<file path="src/rtl/rhc_pkg.sv">
/*
 * shared constants for the hours / interval / calibration block: register
 * offsets, field positions, reset values and derived cycle counts.
 * assumes a single 250 MHz system clock; all slower rates are enables.
 */
package rhc_pkg;

    // system clock and crystal reference
    localparam longint CLK_HZ        = 250_000_000;
    localparam longint XTAL_HZ       = 32_768;
    localparam int     PHASE_W       = 32;
    // phase step that makes one tick per crystal period (truncated)
    localparam longint PHASE_INC_NOM = (XTAL_HZ << PHASE_W) / CLK_HZ;

    // crystal trim: 2 ppm per lsb, sum limited to +/-248 ppm
    localparam int     TRIM_LSB_PPM  = 2;
    localparam int     TRIM_MAX_PPM  = 248;
    localparam int     TRIM_LIM      = TRIM_MAX_PPM / TRIM_LSB_PPM;
    localparam longint TRIM_STEP     = (PHASE_INC_NOM * TRIM_LSB_PPM + 999_999) / 1_000_000;

    // short-window calibration speeds timekeeping up by this factor
    localparam int     FAST_MULT     = 125;

    // configuration is resampled once per 128 Hz period
    localparam int     CFG_HZ        = 128;
    localparam int     CFG_DIV       = int'(XTAL_HZ) / CFG_HZ;

    // calibration output half periods, counted in timekeeping ticks
    localparam int     CAL_HALF_00   = int'(XTAL_HZ) / (2 * 1);
    localparam int     CAL_HALF_01   = int'(XTAL_HZ) / (2 * 512);
    localparam int     CAL_HALF_10   = int'(XTAL_HZ) * FAST_MULT / (2 * 500);
    localparam int     CAL_HALF_11   = int'(XTAL_HZ) * FAST_MULT / (2 * 16_384);

    // register offsets
    localparam logic [7:0] OFS_HOURS_COUNT  = 8'ha5;
    localparam logic [7:0] OFS_IVL_COMPARE  = 8'ha6;
    localparam logic [7:0] OFS_NOM_TRIM     = 8'hf6;
    localparam logic [7:0] OFS_THERM_TRIM   = 8'hf7;
    localparam logic [7:0] OFS_PIN_FUNC     = 8'hff;
    localparam logic [7:0] REG_RESET        = 8'h00;

    // hour wrap points
    localparam logic [7:0] HOUR_LAST_24     = 8'h17;
    localparam logic [7:0] HOUR_LAST_256    = 8'hff;

    // pin function fields
    localparam int PF_CAL_EN    = 7;
    localparam int PF_RATE_HI   = 6;
    localparam int PF_RATE_LO   = 5;
    localparam int PF_IRQ1_HI   = 3;
    localparam int PF_IRQ1_LO   = 1;
    localparam int PF_IRQ0      = 0;

endpackage

</file>
<file path="src/rtl/rhc_xtal_tick.sv">
/*
 * calibrated timekeeping tick: a phase accumulator at the system clock
 * makes one enable per crystal period, nudged by the summed trim values.
 * assumes trims and fast mode arrive already stable in the clock domain.
 */
`timescale 1ns/1ps
module rhc_xtal_tick (
    // clock and reset
    input  wire logic       clk,
    input  wire logic       rst,
    // configuration
    input  wire logic [7:0] nom_trim,
    input  wire logic [7:0] therm_trim,
    input  wire logic       fast,
    // ticks
    output logic            tick,
    output logic            cfg_tick
);

    logic [31:0] phase_r;
    logic [31:0] inc_r;
    logic [7:0]  cfg_cnt_r;
    logic signed [8:0]  trim_sum;
    logic signed [8:0]  trim_clamp;
    logic [32:0] phase_nxt;

    // sum of both trims, clipped so total correction stays in range
    always_comb begin
        trim_sum   = 9'(signed'(nom_trim)) + 9'(signed'(therm_trim));
        trim_clamp = trim_sum;
        if (trim_sum > 9'(rhc_pkg::TRIM_LIM)) begin
            trim_clamp = 9'(rhc_pkg::TRIM_LIM);
        end else if (trim_sum < -9'(rhc_pkg::TRIM_LIM)) begin
            trim_clamp = -9'(rhc_pkg::TRIM_LIM);
        end
    end

    // step is recomputed only at config ticks so no half-updated value is used
    always_ff @(posedge clk) begin
        if (rst) begin
            inc_r <= 32'(rhc_pkg::PHASE_INC_NOM);
        end else if (cfg_tick) begin
            if (fast) begin
                inc_r <= 32'((rhc_pkg::PHASE_INC_NOM
                        + longint'(trim_clamp) * rhc_pkg::TRIM_STEP)
                        * rhc_pkg::FAST_MULT);
            end else begin
                inc_r <= 32'(rhc_pkg::PHASE_INC_NOM
                        + longint'(trim_clamp) * rhc_pkg::TRIM_STEP);
            end
        end
    end

    assign phase_nxt = {1'b0, phase_r} + {1'b0, inc_r};

    // carry out of the accumulator is the tick; adding steps adds pulses
    always_ff @(posedge clk) begin
        if (rst) begin
            phase_r <= 32'h0000_0000;
            tick    <= 1'b0;
        end else begin
            phase_r <= phase_nxt[31:0];
            tick    <= phase_nxt[32];
        end
    end

    // 128 Hz enable derived from the tick
    always_ff @(posedge clk) begin
        if (rst) begin
            cfg_cnt_r <= 8'h00;
            cfg_tick  <= 1'b0;
        end else begin
            cfg_tick <= 1'b0;
            if (tick) begin
                cfg_cnt_r <= cfg_cnt_r + 8'h01;
                cfg_tick  <= (cfg_cnt_r == 8'(rhc_pkg::CFG_DIV - 1));
            end
        end
    end

endmodule

</file>
<file path="src/rtl/rhc_cal_out.sv">
/*
 * calibration square wave: toggles after a half period of timekeeping
 * ticks chosen by the rate field. assumes the tick already runs fast
 * in the short-window modes.
 */
`timescale 1ns/1ps
module rhc_cal_out (
    // clock and reset
    input  wire logic       clk,
    input  wire logic       rst,
    // control
    input  wire logic       tick,
    input  wire logic       enable,
    input  wire logic [1:0] rate,
    // output
    output logic            cal
);

    logic [14:0] cnt_r;
    logic [14:0] half;

    // half period per rate code
    always_comb begin
        case (rate)
            2'b00:   half = 15'(rhc_pkg::CAL_HALF_00);
            2'b01:   half = 15'(rhc_pkg::CAL_HALF_01);
            2'b10:   half = 15'(rhc_pkg::CAL_HALF_10);
            2'b11:   half = 15'(rhc_pkg::CAL_HALF_11);
            default: half = 15'(rhc_pkg::CAL_HALF_00);
        endcase
    end

    // held low and phase-reset while disabled so each start is clean
    always_ff @(posedge clk) begin
        if (rst || !enable) begin
            cnt_r <= 15'h0000;
            cal   <= 1'b0;
        end else if (tick) begin
            if (cnt_r >= half - 15'h0001) begin
                cnt_r <= 15'h0000;
                cal   <= ~cal;
            end else begin
                cnt_r <= cnt_r + 15'h0001;
            end
        end
    end

endmodule

</file>
<file path="src/rtl/rhc_top.sv">
/*
 * hours counter, interval alarm, crystal trims and pin-function register
 * of the real-time clock, reached through the processor's special
 * function register port. assumes the minutes counter supplies a carry
 * pulse, the configuration register supplies its bits as levels, and
 * SYS_RST is the power-on reset (warm resets never reach this block).
 */
`timescale 1ns/1ps
module rhc_top (
    // clock and power-on reset
    input  wire logic       CLK,
    input  wire logic       SYS_RST,
    // special function register port
    input  wire logic [7:0] SFR_ADDR,
    input  wire logic       SFR_WR,
    input  wire logic [7:0] SFR_WDATA,
    output logic      [7:0] SFR_RDATA,
    input  wire logic       KEY_UNLOCK,
    // rest of the clock
    input  wire logic       MIN_CARRY,
    input  wire logic       IVL_TICK,
    input  wire logic       CFG_DAY_LEN,
    input  wire logic       CFG_SINGLE_INT,
    input  wire logic       CFG_IVL_EN,
    output logic            XTAL_TICK,
    output logic            CFG_TICK_128,
    // event flags and pending interrupt
    input  wire logic       MIDNIGHT_CLR,
    input  wire logic       ALARM_CLR,
    input  wire logic       IRQ_ACK,
    output logic            MIDNIGHT_FLAG,
    output logic            ALARM_FLAG,
    output logic            RTC_IRQ_PEND,
    // calibration pin and external interrupt pin roles
    output logic            CAL_OUT,
    output logic            CAL_OE,
    output logic            IRQ1_GPIO_SEL,
    output logic            IRQ1_BATT_SEL,
    output logic            IRQ1_IN_EN,
    output logic            IRQ0_IN_EN
);

    logic [7:0] hours_count_r;
    logic [7:0] interval_compare_r;
    logic [7:0] nominal_crystal_trim_r;
    logic [7:0] thermal_crystal_trim_r;
    logic [7:0] pin_function_config_r;
    logic [7:0] cmp_act_r;
    logic [7:0] ivl_cnt_r;
    logic       ivl_hold_r;
    logic       day_len_r;
    logic       single_r;
    logic       ivl_en_r;
    logic [7:0] nom_act_r;
    logic [7:0] therm_act_r;
    logic       fast_act_r;
    logic       day_wrap;
    logic       alarm_hit;
    logic [7:0] hour_last;
    logic [7:0] ivl_cnt_nxt;
    logic       wr_hours;
    logic       wr_cmp;
    logic       wr_nom;
    logic       wr_therm;
    logic       wr_pf;
    logic       tick;
    logic       cfg_tick;
    logic       cal_wave;

    // write decode; hours and pin setup need the unlock key
    assign wr_hours = SFR_WR && (SFR_ADDR == rhc_pkg::OFS_HOURS_COUNT) && KEY_UNLOCK;
    assign wr_cmp   = SFR_WR && (SFR_ADDR == rhc_pkg::OFS_IVL_COMPARE);
    assign wr_nom   = SFR_WR && (SFR_ADDR == rhc_pkg::OFS_NOM_TRIM);
    assign wr_therm = SFR_WR && (SFR_ADDR == rhc_pkg::OFS_THERM_TRIM);
    assign wr_pf    = SFR_WR && (SFR_ADDR == rhc_pkg::OFS_PIN_FUNC) && KEY_UNLOCK;

    // trimmed crystal tick and the 128 Hz resample enable
    rhc_xtal_tick u_rhc_xtal_tick (
        .clk        (CLK),
        .rst        (SYS_RST),
        .nom_trim   (nom_act_r),
        .therm_trim (therm_act_r),
        .fast       (fast_act_r),
        .tick       (tick),
        .cfg_tick   (cfg_tick)
    );

    // calibration square wave generator
    rhc_cal_out u_rhc_cal_out (
        .clk    (CLK),
        .rst    (SYS_RST),
        .tick   (tick),
        .enable (pin_function_config_r[rhc_pkg::PF_CAL_EN]),
        .rate   (pin_function_config_r[rhc_pkg::PF_RATE_HI:rhc_pkg::PF_RATE_LO]),
        .cal    (cal_wave)
    );

    // only power-on clears the trims; warm resets are simply not wired in
    always_ff @(posedge CLK) begin
        if (SYS_RST) begin
            nominal_crystal_trim_r <= rhc_pkg::REG_RESET;
        end else begin
            if (wr_nom) begin
                nominal_crystal_trim_r <= SFR_WDATA;
            end
        end
    end

    // thermal trim, rewritten by software after each temperature reading
    always_ff @(posedge CLK) begin
        if (SYS_RST) begin
            thermal_crystal_trim_r <= rhc_pkg::REG_RESET;
        end else begin
            if (wr_therm) begin
                thermal_crystal_trim_r <= SFR_WDATA;
            end
        end
    end

    // compare value as written by software, used only after resampling
    always_ff @(posedge CLK) begin
        if (SYS_RST) begin
            interval_compare_r <= rhc_pkg::REG_RESET;
        end else begin
            if (wr_cmp) begin
                interval_compare_r <= SFR_WDATA;
            end
        end
    end

    // pin-function register; bit 4 is stored as written, software is
    // expected to keep it zero, so no logic is spent on masking it
    always_ff @(posedge CLK) begin
        if (SYS_RST) begin
            pin_function_config_r <= rhc_pkg::REG_RESET;
        end else begin
            if (wr_pf) begin
                pin_function_config_r <= SFR_WDATA;
            end
        end
    end

    // resample the interval side at the 128 Hz enable: a write lands
    // within one period, and counters never see a value change mid-tick
    always_ff @(posedge CLK) begin
        if (SYS_RST) begin
            cmp_act_r <= rhc_pkg::REG_RESET;
            day_len_r <= 1'b0;
            single_r  <= 1'b0;
            ivl_en_r  <= 1'b0;
        end else if (cfg_tick) begin
            cmp_act_r <= interval_compare_r;
            day_len_r <= CFG_DAY_LEN;
            single_r  <= CFG_SINGLE_INT;
            ivl_en_r  <= CFG_IVL_EN;
        end
    end

    // trims reach the tick only here, so the phase step never changes
    // in the middle of a crystal period
    always_ff @(posedge CLK) begin
        if (SYS_RST) begin
            nom_act_r   <= rhc_pkg::REG_RESET;
            therm_act_r <= rhc_pkg::REG_RESET;
        end else if (cfg_tick) begin
            nom_act_r   <= nominal_crystal_trim_r;
            therm_act_r <= thermal_crystal_trim_r;
        end
    end

    // short-window speed-up follows rate bit 1 at the same safe point
    always_ff @(posedge CLK) begin
        if (SYS_RST) begin
            fast_act_r <= 1'b0;
        end else if (cfg_tick) begin
            fast_act_r <= pin_function_config_r[rhc_pkg::PF_RATE_HI];
        end
    end

    // hour wrap point follows the day-length select
    assign hour_last = day_len_r ? rhc_pkg::HOUR_LAST_24 : rhc_pkg::HOUR_LAST_256;
    assign day_wrap  = MIN_CARRY && !wr_hours && (hours_count_r >= hour_last);

    // hours counter; a software write wins over a same-cycle carry
    always_ff @(posedge CLK) begin
        if (SYS_RST) begin
            hours_count_r <= rhc_pkg::REG_RESET;
        end else if (wr_hours) begin
            hours_count_r <= SFR_WDATA;
        end else if (MIN_CARRY) begin
            if (day_wrap) begin
                hours_count_r <= 8'h00;
            end else begin
                hours_count_r <= hours_count_r + 8'h01;
            end
        end
    end

    // interval counter: the match is tested on the incremented count
    assign ivl_cnt_nxt = ivl_cnt_r + 8'h01;
    assign alarm_hit   = ivl_en_r && !ivl_hold_r && IVL_TICK && (ivl_cnt_nxt == cmp_act_r);

    // disabled timer is held clear; one-shot mode parks after the alarm
    always_ff @(posedge CLK) begin
        if (SYS_RST || !ivl_en_r) begin
            ivl_cnt_r  <= 8'h00;
            ivl_hold_r <= 1'b0;
        end else if (alarm_hit) begin
            ivl_cnt_r  <= 8'h00;
            ivl_hold_r <= single_r;
        end else if (IVL_TICK && !ivl_hold_r) begin
            ivl_cnt_r  <= ivl_cnt_nxt;
        end
    end

    // rollover flag; a new event beats a clear in the same cycle
    always_ff @(posedge CLK) begin
        if (SYS_RST) begin
            MIDNIGHT_FLAG <= 1'b0;
        end else begin
            MIDNIGHT_FLAG <= day_wrap || (MIDNIGHT_FLAG && !MIDNIGHT_CLR);
        end
    end

    // alarm flag, same set-wins rule so no event is lost to a late clear
    always_ff @(posedge CLK) begin
        if (SYS_RST) begin
            ALARM_FLAG <= 1'b0;
        end else begin
            ALARM_FLAG <= alarm_hit || (ALARM_FLAG && !ALARM_CLR);
        end
    end

    // merged pending request, independent of the flags above
    always_ff @(posedge CLK) begin
        if (SYS_RST) begin
            RTC_IRQ_PEND <= 1'b0;
        end else begin
            RTC_IRQ_PEND <= day_wrap || alarm_hit || (RTC_IRQ_PEND && !IRQ_ACK);
        end
    end

    // calibration pin, registered so the pin comes straight from a flop
    always_ff @(posedge CLK) begin
        if (SYS_RST) begin
            CAL_OE  <= 1'b0;
            CAL_OUT <= 1'b0;
        end else begin
            CAL_OE  <= pin_function_config_r[rhc_pkg::PF_CAL_EN];
            CAL_OUT <= cal_wave && pin_function_config_r[rhc_pkg::PF_CAL_EN];
        end
    end

    // external interrupt pin roles, decoded from the stored register
    always_ff @(posedge CLK) begin
        if (SYS_RST) begin
            IRQ1_GPIO_SEL <= 1'b0;
            IRQ1_BATT_SEL <= 1'b0;
            IRQ1_IN_EN    <= 1'b0;
            IRQ0_IN_EN    <= 1'b0;
        end else begin
            IRQ1_GPIO_SEL <= (pin_function_config_r[2:1] == 2'b00);
            IRQ1_BATT_SEL <= (pin_function_config_r[2:1] == 2'b01);
            IRQ1_IN_EN    <= (pin_function_config_r[3:2] == 2'b11);
            IRQ0_IN_EN    <= pin_function_config_r[rhc_pkg::PF_IRQ0];
        end
    end

    // timekeeping enables shared with the rest of the clock
    always_ff @(posedge CLK) begin
        if (SYS_RST) begin
            XTAL_TICK    <= 1'b0;
            CFG_TICK_128 <= 1'b0;
        end else begin
            XTAL_TICK    <= tick;
            CFG_TICK_128 <= cfg_tick;
        end
    end

    // read data registered one cycle after the address; unmapped reads zero
    always_ff @(posedge CLK) begin
        if (SYS_RST) begin
            SFR_RDATA <= 8'h00;
        end else begin
            case (SFR_ADDR)
                rhc_pkg::OFS_HOURS_COUNT: SFR_RDATA <= hours_count_r;
                rhc_pkg::OFS_IVL_COMPARE: SFR_RDATA <= interval_compare_r;
                rhc_pkg::OFS_NOM_TRIM:    SFR_RDATA <= nominal_crystal_trim_r;
                rhc_pkg::OFS_THERM_TRIM:  SFR_RDATA <= thermal_crystal_trim_r;
                rhc_pkg::OFS_PIN_FUNC:    SFR_RDATA <= pin_function_config_r;
                default:                  SFR_RDATA <= 8'h00;
            endcase
        end
    end

endmodule

</file>
<file path="config.mk">
export PLATFORM = sky130hd
export DESIGN_NAME = rhc_top
export DESIGN_NICKNAME = d
export VERILOG_FILES = /design/src/rtl/rhc_pkg.sv /design/src/rtl/rhc_xtal_tick.sv /design/src/rtl/rhc_cal_out.sv /design/src/rtl/rhc_top.sv
export SDC_FILE = /design/constraint.sdc
export NUM_CORES = 1
export LEC_CHECK = 0
export ABC_AREA = 1
export BUFFER_PORTS_ARGS = -buffer_cell sky130_fd_sc_hd__buf_2
export CAP_MARGIN = 20
export CORE_ASPECT_RATIO = 1.2
export CORE_UTILIZATION = 54
export DETAILED_ROUTE_END_ITERATION = 7
export GPL_ROUTABILITY_DRIVEN = 1
export HOLD_SLACK_MARGIN = 0.12
export PLACE_DENSITY = 0.71
export SLEW_MARGIN = 10
export SYNTH_ARGS = -nofsm -noshare
export SYNTH_HDL_FRONTEND = slang
export SYNTH_HIERARCHICAL = 1
export SYNTH_SLANG_ARGS = --single-unit
</file>
<file path="constraint.sdc">
create_clock -name CLK -period 9.4 [get_ports CLK]
set_input_delay 1.88 -clock CLK [delete_from_list [all_inputs] [get_ports CLK]]
set_output_delay 1.88 -clock CLK [all_outputs]
set_load 0.005 [all_outputs]
</file>
==> results of run 1 <==
-- synthesized netlist by cell type, types with 3 or more instances --
master	number	area (µm²)
inv_1	236	886
nand2_1	258	968
a211oi_1	3	22.5
nor4_1	3	18.8
nand2_4	9	101
nor3_1	20	100
clkinv_1	3	11.3
buf_6	5	56.3
a21o_1	3	22.5
ha_1	96	1200
a31oi_1	8	50.1
nor3_4	6	97.6
xor2_1	16	140
dfxtp_1	177	3540
o21a_1	8	60.1
nand3_2	6	60.1
o21ai_0	126	631
a21oi_1	154	771
nand4_4	4	85.1
xnor2_1	10	87.6
nor2_2	9	56.3
fa_1	37	741
o21ai_1	15	75.1
nand4_1	16	100
clkbuf_1	22	82.6
nand2_2	19	119
o21bai_1	3	22.5
nand3_1	87	435
or2_2	6	37.5
o221ai_1	5	43.8
nor2_1	194	728
o22ai_1	8	50.1
inv_2	7	26.3
-- worst paths after layout --
| path | start | endpoint |
|---|---|---|
| worst max register to register | nom_act_r[0]$_SDFFE_PP0P_ | u_rhc_xtal_tick/inc_r[22]$_SDFFE_PP0P_ |
| worst min register to register | pin_function_config_r[1]$_SDFFE_PP0P_ | IRQ1_GPIO_SEL$_SDFF_PP0_ |
| worst max-delay path | nom_act_r[0]$_SDFFE_PP0P_ | u_rhc_xtal_tick/inc_r[22]$_SDFFE_PP0P_ |
| worst min-delay path | pin_function_config_r[1]$_SDFFE_PP0P_ | IRQ1_GPIO_SEL$_SDFF_PP0_ |
-- layer usage --
metal,part of all wire (%),vias to the layer above
li1,-,5347
met1,45,4734
met2,50,181
met3,3.2,37
met4,2.1,0
met5,0,-
-- power groups by stage --
stage	clock, mW	sequential [mW]	combinational (mW)
floorplan	0	0.781	0.0699
global route	0.714	0.766	0.111
CTS	0.685	0.765	0.0977
global placement	0	0.782	0.0955
finish	0.673	0.765	0.0977
detailed placement	0	0.782	0.0974
-- logic make-up (layout without fill, tap and decap cells) --
kind of cell | after synthesis | in the layout | synth area share, %
AND/OR/NAND/NOR | 646 | 646 | 25.5
AO/OA/AOI/OAI | 347 | 347 | 15.9
buffers and inverters | 283 | 328 | 9.57
flip-flops | 177 | 177 | 30.0
adder cells (fa/ha/maj) | 133 | 133 | 16.5
XOR/XNOR | 28 | 28 | 2.40
other | 1 | 1 | 0.0318
multiplexers | 1 | 1 | 0.0848
-- cell type report --
cell class	count	area [µm²]
tap	270	338
multi-input combinational	1156	7130
clock buffer	17	425
timing repair buffer	49	253
clock inverter	13	125
fill	1981	8440
sequential	177	3540
inverter	249	943
-- worst register-to-register path: cells and delay by family, from the launching register on --
kind | cells | cell delay [ns]
DFF | 1 | 0.31
AOI/OAI and AO/OA | 4 | 0.34
buffers and inverters | 6 | 0.58
adders and majority gates | 9 | 3.64
and+or+nand+nor | 18 | 2.58
-- flip-flops by register name, indices dropped and copies added, names as in the netlist, 8 cells and up --
signal and flops:
SFR_RDATA 8, cmp_act_r 8, nominal_crystal_trim_r 8, u_rhc_cal_out/cnt_r 15
u_rhc_xtal_tick/cfg_cnt_r 8, u_rhc_xtal_tick/phase_r 32, hours_count_r 8, interval_compare_r 8
thermal_crystal_trim_r 8, u_rhc_xtal_tick/inc_r 23, therm_act_r 8, pin_function_config_r 8
ivl_cnt_r 8, nom_act_r 8
==> impl_metrics.json, run 1 <==
{
  "drv_cap": 0,
  "clock_sinks": 177,
  "cts.path.max_buffers": 2,
  "layout_commonest_cell": "nand2_1",
  "num_vias": 10300,
  "rsz0062_at_grt": "false",
  "post_cts_buffers": 0,
  "postRouteWirelength_um": 26300,
  "ant_nets": 0,
  "worstSetupPathType": "flop to flop",
  "hp-class": "flop to flop",
  "cp.arrival_ns": 7.92,
  "area_delta_synth_final_pct": 8.09,
  "finalCritPeriodShare_pct": 80.5,
  "first_pass_iters": 5,
  "path_buf_inv": 6,
  "htree_levels": 4,
  "max_stage_delay_ns": 0.53,
  "cts.clk_slew.worst_paths_ns": 0.07,
  "power_per_cell_area_nw_per_um2": 120,
  "worst_pin_slew_ns": 0.961,
  "dr.first_iter.drc_count": 479,
  "rr_worst_depth": 37,
  "fmax_mhz": 132,
  "dieWidth_um": 137,
  "final_nets": 1811,
  "top_usage_layer": "met2",
  "cp_slowest_cell": "fa_1",
  "ctsHoldBuffers": 0,
  "p_seq_share_pct": 49.8,
  "met2_usage_pct": 43.5,
  "finalPower_mw": 1.54,
  "skew_ns": 0.0143,
  "synth-main-ff-cell": "dfxtp_1",
  "gp_congestion": 0.885,
  "cts_resized": 0,
  "swShare_pct": 25.8,
  "vias_per_cell": 5.33,
  "worst_slack_ns": 1.83,
  "final_area_um2": 12800,
  "netlist_area_um2": 11800,
  "whs_ns": 0.438,
  "hold_depth": 1,
  "p_int_mw": 1.14,
  "reg2reg_slack_ns": 1.83,
  "instances_no_fill": 1931,
  "first_global_vias": 9553,
  "ys_async_sr_fraction_pct": 0,
  "slew_headroom_pct": 35.8,
  "dp_cells": 1901,
  "synth_nets": 1777,
  "grt_pass1_wl_um": 44000,
  "synth_edf_count": 0,
  "placed_cell_area_um2": 12200,
  "wl_per_cell_um": 13.6,
  "grtUsageMet3_pct": 3.40,
  "use_met1_pct": 30.1,
  "most-common-layout-cells": "258 x nand2_1, 236 x inv_1, 194 x nor2_1",
  "clkPwrFrac_pct": 43.8,
  "root_buffer": "clkbuf_16",
  "die_y_um": 164,
  "vdd_drop_max_v": 0.000130,
  "dp_hpwl_um": 20400,
  "cpLargestDelayFamily": "adder cells",
  "syn_avg_cell_area_um2": 7.30,
  "power.leakage_nw": 5.88,
  "grt_antenna_before_repair": 0,
  "diodes": 0,
  "route.detailed.drc": 0,
  "placementRows": 58,
  "drv_slew": 0,
  "utilization_pct": 60.2,
  "path_max_fanout": 7,
  "critPathMostFrequentCell": "nand2_1",
  "fin_crit_ns": 7.57,
  "drive_gt1_share_pct": 9.63,
  "clock_latency_ns": 0.44,
  "crit_cells": 37,
  "synth.yosys.seq_area_share_pct": 30.0,
  "core_um2": 21200,
  "grt_use_total_pct": 24.5,
  "ys_types": 61,
  "setup_viol_count_final": 0,
  "grt_max_degree": 60,
  "cp.required_ns": 9.76,
  "cts_tree": "done",
  "syn_inst": 1616,
  "io-pin-count": 47,
  "place_ws_ns": 1.84,
  "hold_violations": 0,
  "portBuffers": 46,
  "combinationalPowerShare_pct": 6.4,
  "yosys_warnings": 6,
  "p_sw_mw": 0.396,
  "cts-buffers-inserted": 17,
  "start_util_pct": 55.7,
  "cp-end-kind": "flop",
  "finalSetupTns_ns": 0,
  "outcome": "finished clean",
  "die_area_um2": 22500,
  "grt.overflow.total": 0,
  "synth_seq_cells": 177,
  "critPathLaunchType": "flop"
}
Note: power is estimated with default switching activity, not from simulation.
==> run 2: changes to the inputs <==
--- a/config.mk
+++ b/config.mk
@@ -13,7 +13,7 @@
 export DETAILED_ROUTE_END_ITERATION = 7
 export GPL_ROUTABILITY_DRIVEN = 1
 export HOLD_SLACK_MARGIN = 0.12
-export PLACE_DENSITY = 0.71
+export PLACE_DENSITY = 0.74
 export SLEW_MARGIN = 10
 export SYNTH_ARGS = -nofsm -noshare
 export SYNTH_HDL_FRONTEND = slang
==> constraint.sdc (replaced) <==
create_clock -name CLK -period 6.82 [get_ports CLK]
set_input_delay 1.364 -clock CLK [delete_from_list [all_inputs] [get_ports CLK]]
set_output_delay 1.364 -clock CLK [all_outputs]
set_load 0.005 [all_outputs]
==> impl_metrics.json, run 2 (synthesis results as in run 1) <==
{
  "outcome": "finished clean",
  "max_stage_delay_ns": 0.55,
  "wl_per_cell_um": 13.9,
  "grt_pass1_wl_um": 44800,
  "rsz0062_at_grt": "true",
  "postRouteWirelength_um": 27200,
  "dieWidth_um": 137,
  "grt_max_degree": 60,
  "slew_headroom_pct": 36.6,
  "skew_ns": 0.0151,
  "ctsHoldBuffers": 0,
  "final_nets": 1839,
  "fin_crit_ns": 6.69,
  "reg.largest.list": "u_rhc_xtal_tick/phase_r (32), u_rhc_xtal_tick/inc_r (23), u_rhc_cal_out/cnt_r (15)",
  "cp.required_ns": 7.10,
  "utilization_pct": 63.1,
  "io-pin-count": 47,
  "placementRows": 58,
  "portBuffers": 46,
  "max_flop_register": "u_rhc_xtal_tick/phase_r",
  "critPathLaunchType": "flop",
  "cp.arrival_ns": 6.97,
  "hold_violations": 0,
  "power_per_cell_area_nw_per_um2": 162,
  "ant_nets": 0,
  "first_pass_iters": 5,
  "worstSetupPathType": "flop to flop",
  "start_util_pct": 55.7,
  "diodes": 0,
  "cts.path.max_buffers": 2,
  "grt.overflow.total": 0,
  "route.detailed.drc": 0,
  "grt_antenna_before_repair": 0,
  "drv_cap": 0,
  "drv_slew": 0,
  "finalCritPeriodShare_pct": 98.1,
  "most-common-layout-cells": "242 x nand2_1, 223 x inv_1, 188 x nor2_1",
  "clock_latency_ns": 0.44,
  "finalPower_mw": 2.17,
  "use_met1_pct": 29.4,
  "largest_register_ffs": 32,
  "cp-end-kind": "flop",
  "cp_slowest_cell": "fa_1",
  "setup_viol_count_final": 0,
  "cts-buffers-inserted": 17,
  "top_usage_layer": "met2",
  "die_area_um2": 22500,
  "cts.clk_slew.worst_paths_ns": 0.07,
  "die_y_um": 164,
  "dp_hpwl_um": 20200,
  "worst_slack_ns": 0.130,
  "layout_commonest_cell": "nand2_1",
  "htree_levels": 4,
  "vias_per_cell": 5.39,
  "reg2reg_slack_ns": 0.13,
  "drive_gt1_share_pct": 15.4,
  "vdd_drop_max_v": 0.000179,
  "worst_pin_slew_ns": 0.950,
  "hp-class": "flop to flop",
  "power.leakage_nw": 6.07,
  "grt_use_total_pct": 24.9,
  "cts_tree": "done",
  "area_delta_synth_final_pct": 13.4,
  "fmax_mhz": 149,
  "grtUsageMet3_pct": 3.58,
  "gp_congestion": 0.901,
  "num_vias": 10600,
  "dr.first_iter.drc_count": 540,
  "met2_usage_pct": 44.6,
  "path_max_fanout": 4,
  "root_buffer": "clkbuf_16",
  "clock_sinks": 177,
  "first_global_vias": 9870,
  "place_ws_ns": -0.137,
  "core_um2": 21200
}
-- run 2: per-stage QoR --
stage	cells	cell area, µm²	setup TNS, ns	hold slack, ns
finish	1961	13400	0	0.444
floorplan	1616	11800	0	0.396
global placement	1918	12300	0	0.424
CTS	1950	13000	0	0.441
detailed placement	1918	12300	-0.205	0.431
global route	1961	13400	-0.392	0.473
-- run 2: layout make-up --
type                            count  area [µm²]
Fill cell                        1871        7810
Clock inverter                     15         184
Inverter                          249         946
Clock buffer                       17         425
Sequential cell                   177        3550
Multi-Input combinational cell   1156        7450
Tap cell                          270         338
Timing Repair Buffer               77         489
-- run 2: repair_timing --
item                       4_1_cts  5_1_grt
resized for setup                8       85
setup buffers                    0       11
setup endpoints to repair        3       12
pin swaps                        0       45
-- run 2: final timing paths --
kind / end / from / cells past startpoint
worst min-delay path: u_rhc_xtal_tick/phase_r[0]$_SDFF_PP0_ / u_rhc_xtal_tick/phase_r[0]$_SDFF_PP0_ / 1
worst min register to register: u_rhc_xtal_tick/phase_r[0]$_SDFF_PP0_ / u_rhc_xtal_tick/phase_r[0]$_SDFF_PP0_ / 1
worst max-delay path: u_rhc_xtal_tick/inc_r[19]$_SDFFE_PP1P_ / therm_act_r[0]$_SDFFE_PP0P_ / 38
worst max register to register: u_rhc_xtal_tick/inc_r[19]$_SDFFE_PP1P_ / therm_act_r[0]$_SDFFE_PP0P_ / 38
-- run 2: power breakdown --
group	switching (mW)	leakage (nW)	internal [mW]
clock	0.485	0.289	0.499
sequential	0.00564	1.43	1.05
combinational	0.0919	4.35	0.0442
total	0.583	6.07	1.59
-- run 2: metal layers --
layer,wire length (µm),up-vias,share of wire (%)
li1,-,5414,-
met1,11500,4864,42
met2,13900,227,51
met3,935,70,3.4
met4,812,0,3.0
met5,0,-,0
-- run 2: worst max-delay path: cells and delay by family (launching register included) --
family	cells	cell delay [ns]
AND/OR/NAND/NOR	16	1.54
AO/OA/AOI/OAI	5	0.90
flip-flops	1	0.34
adder cells (fa/ha/maj)	8	3.10
buffers and inverters	9	0.62
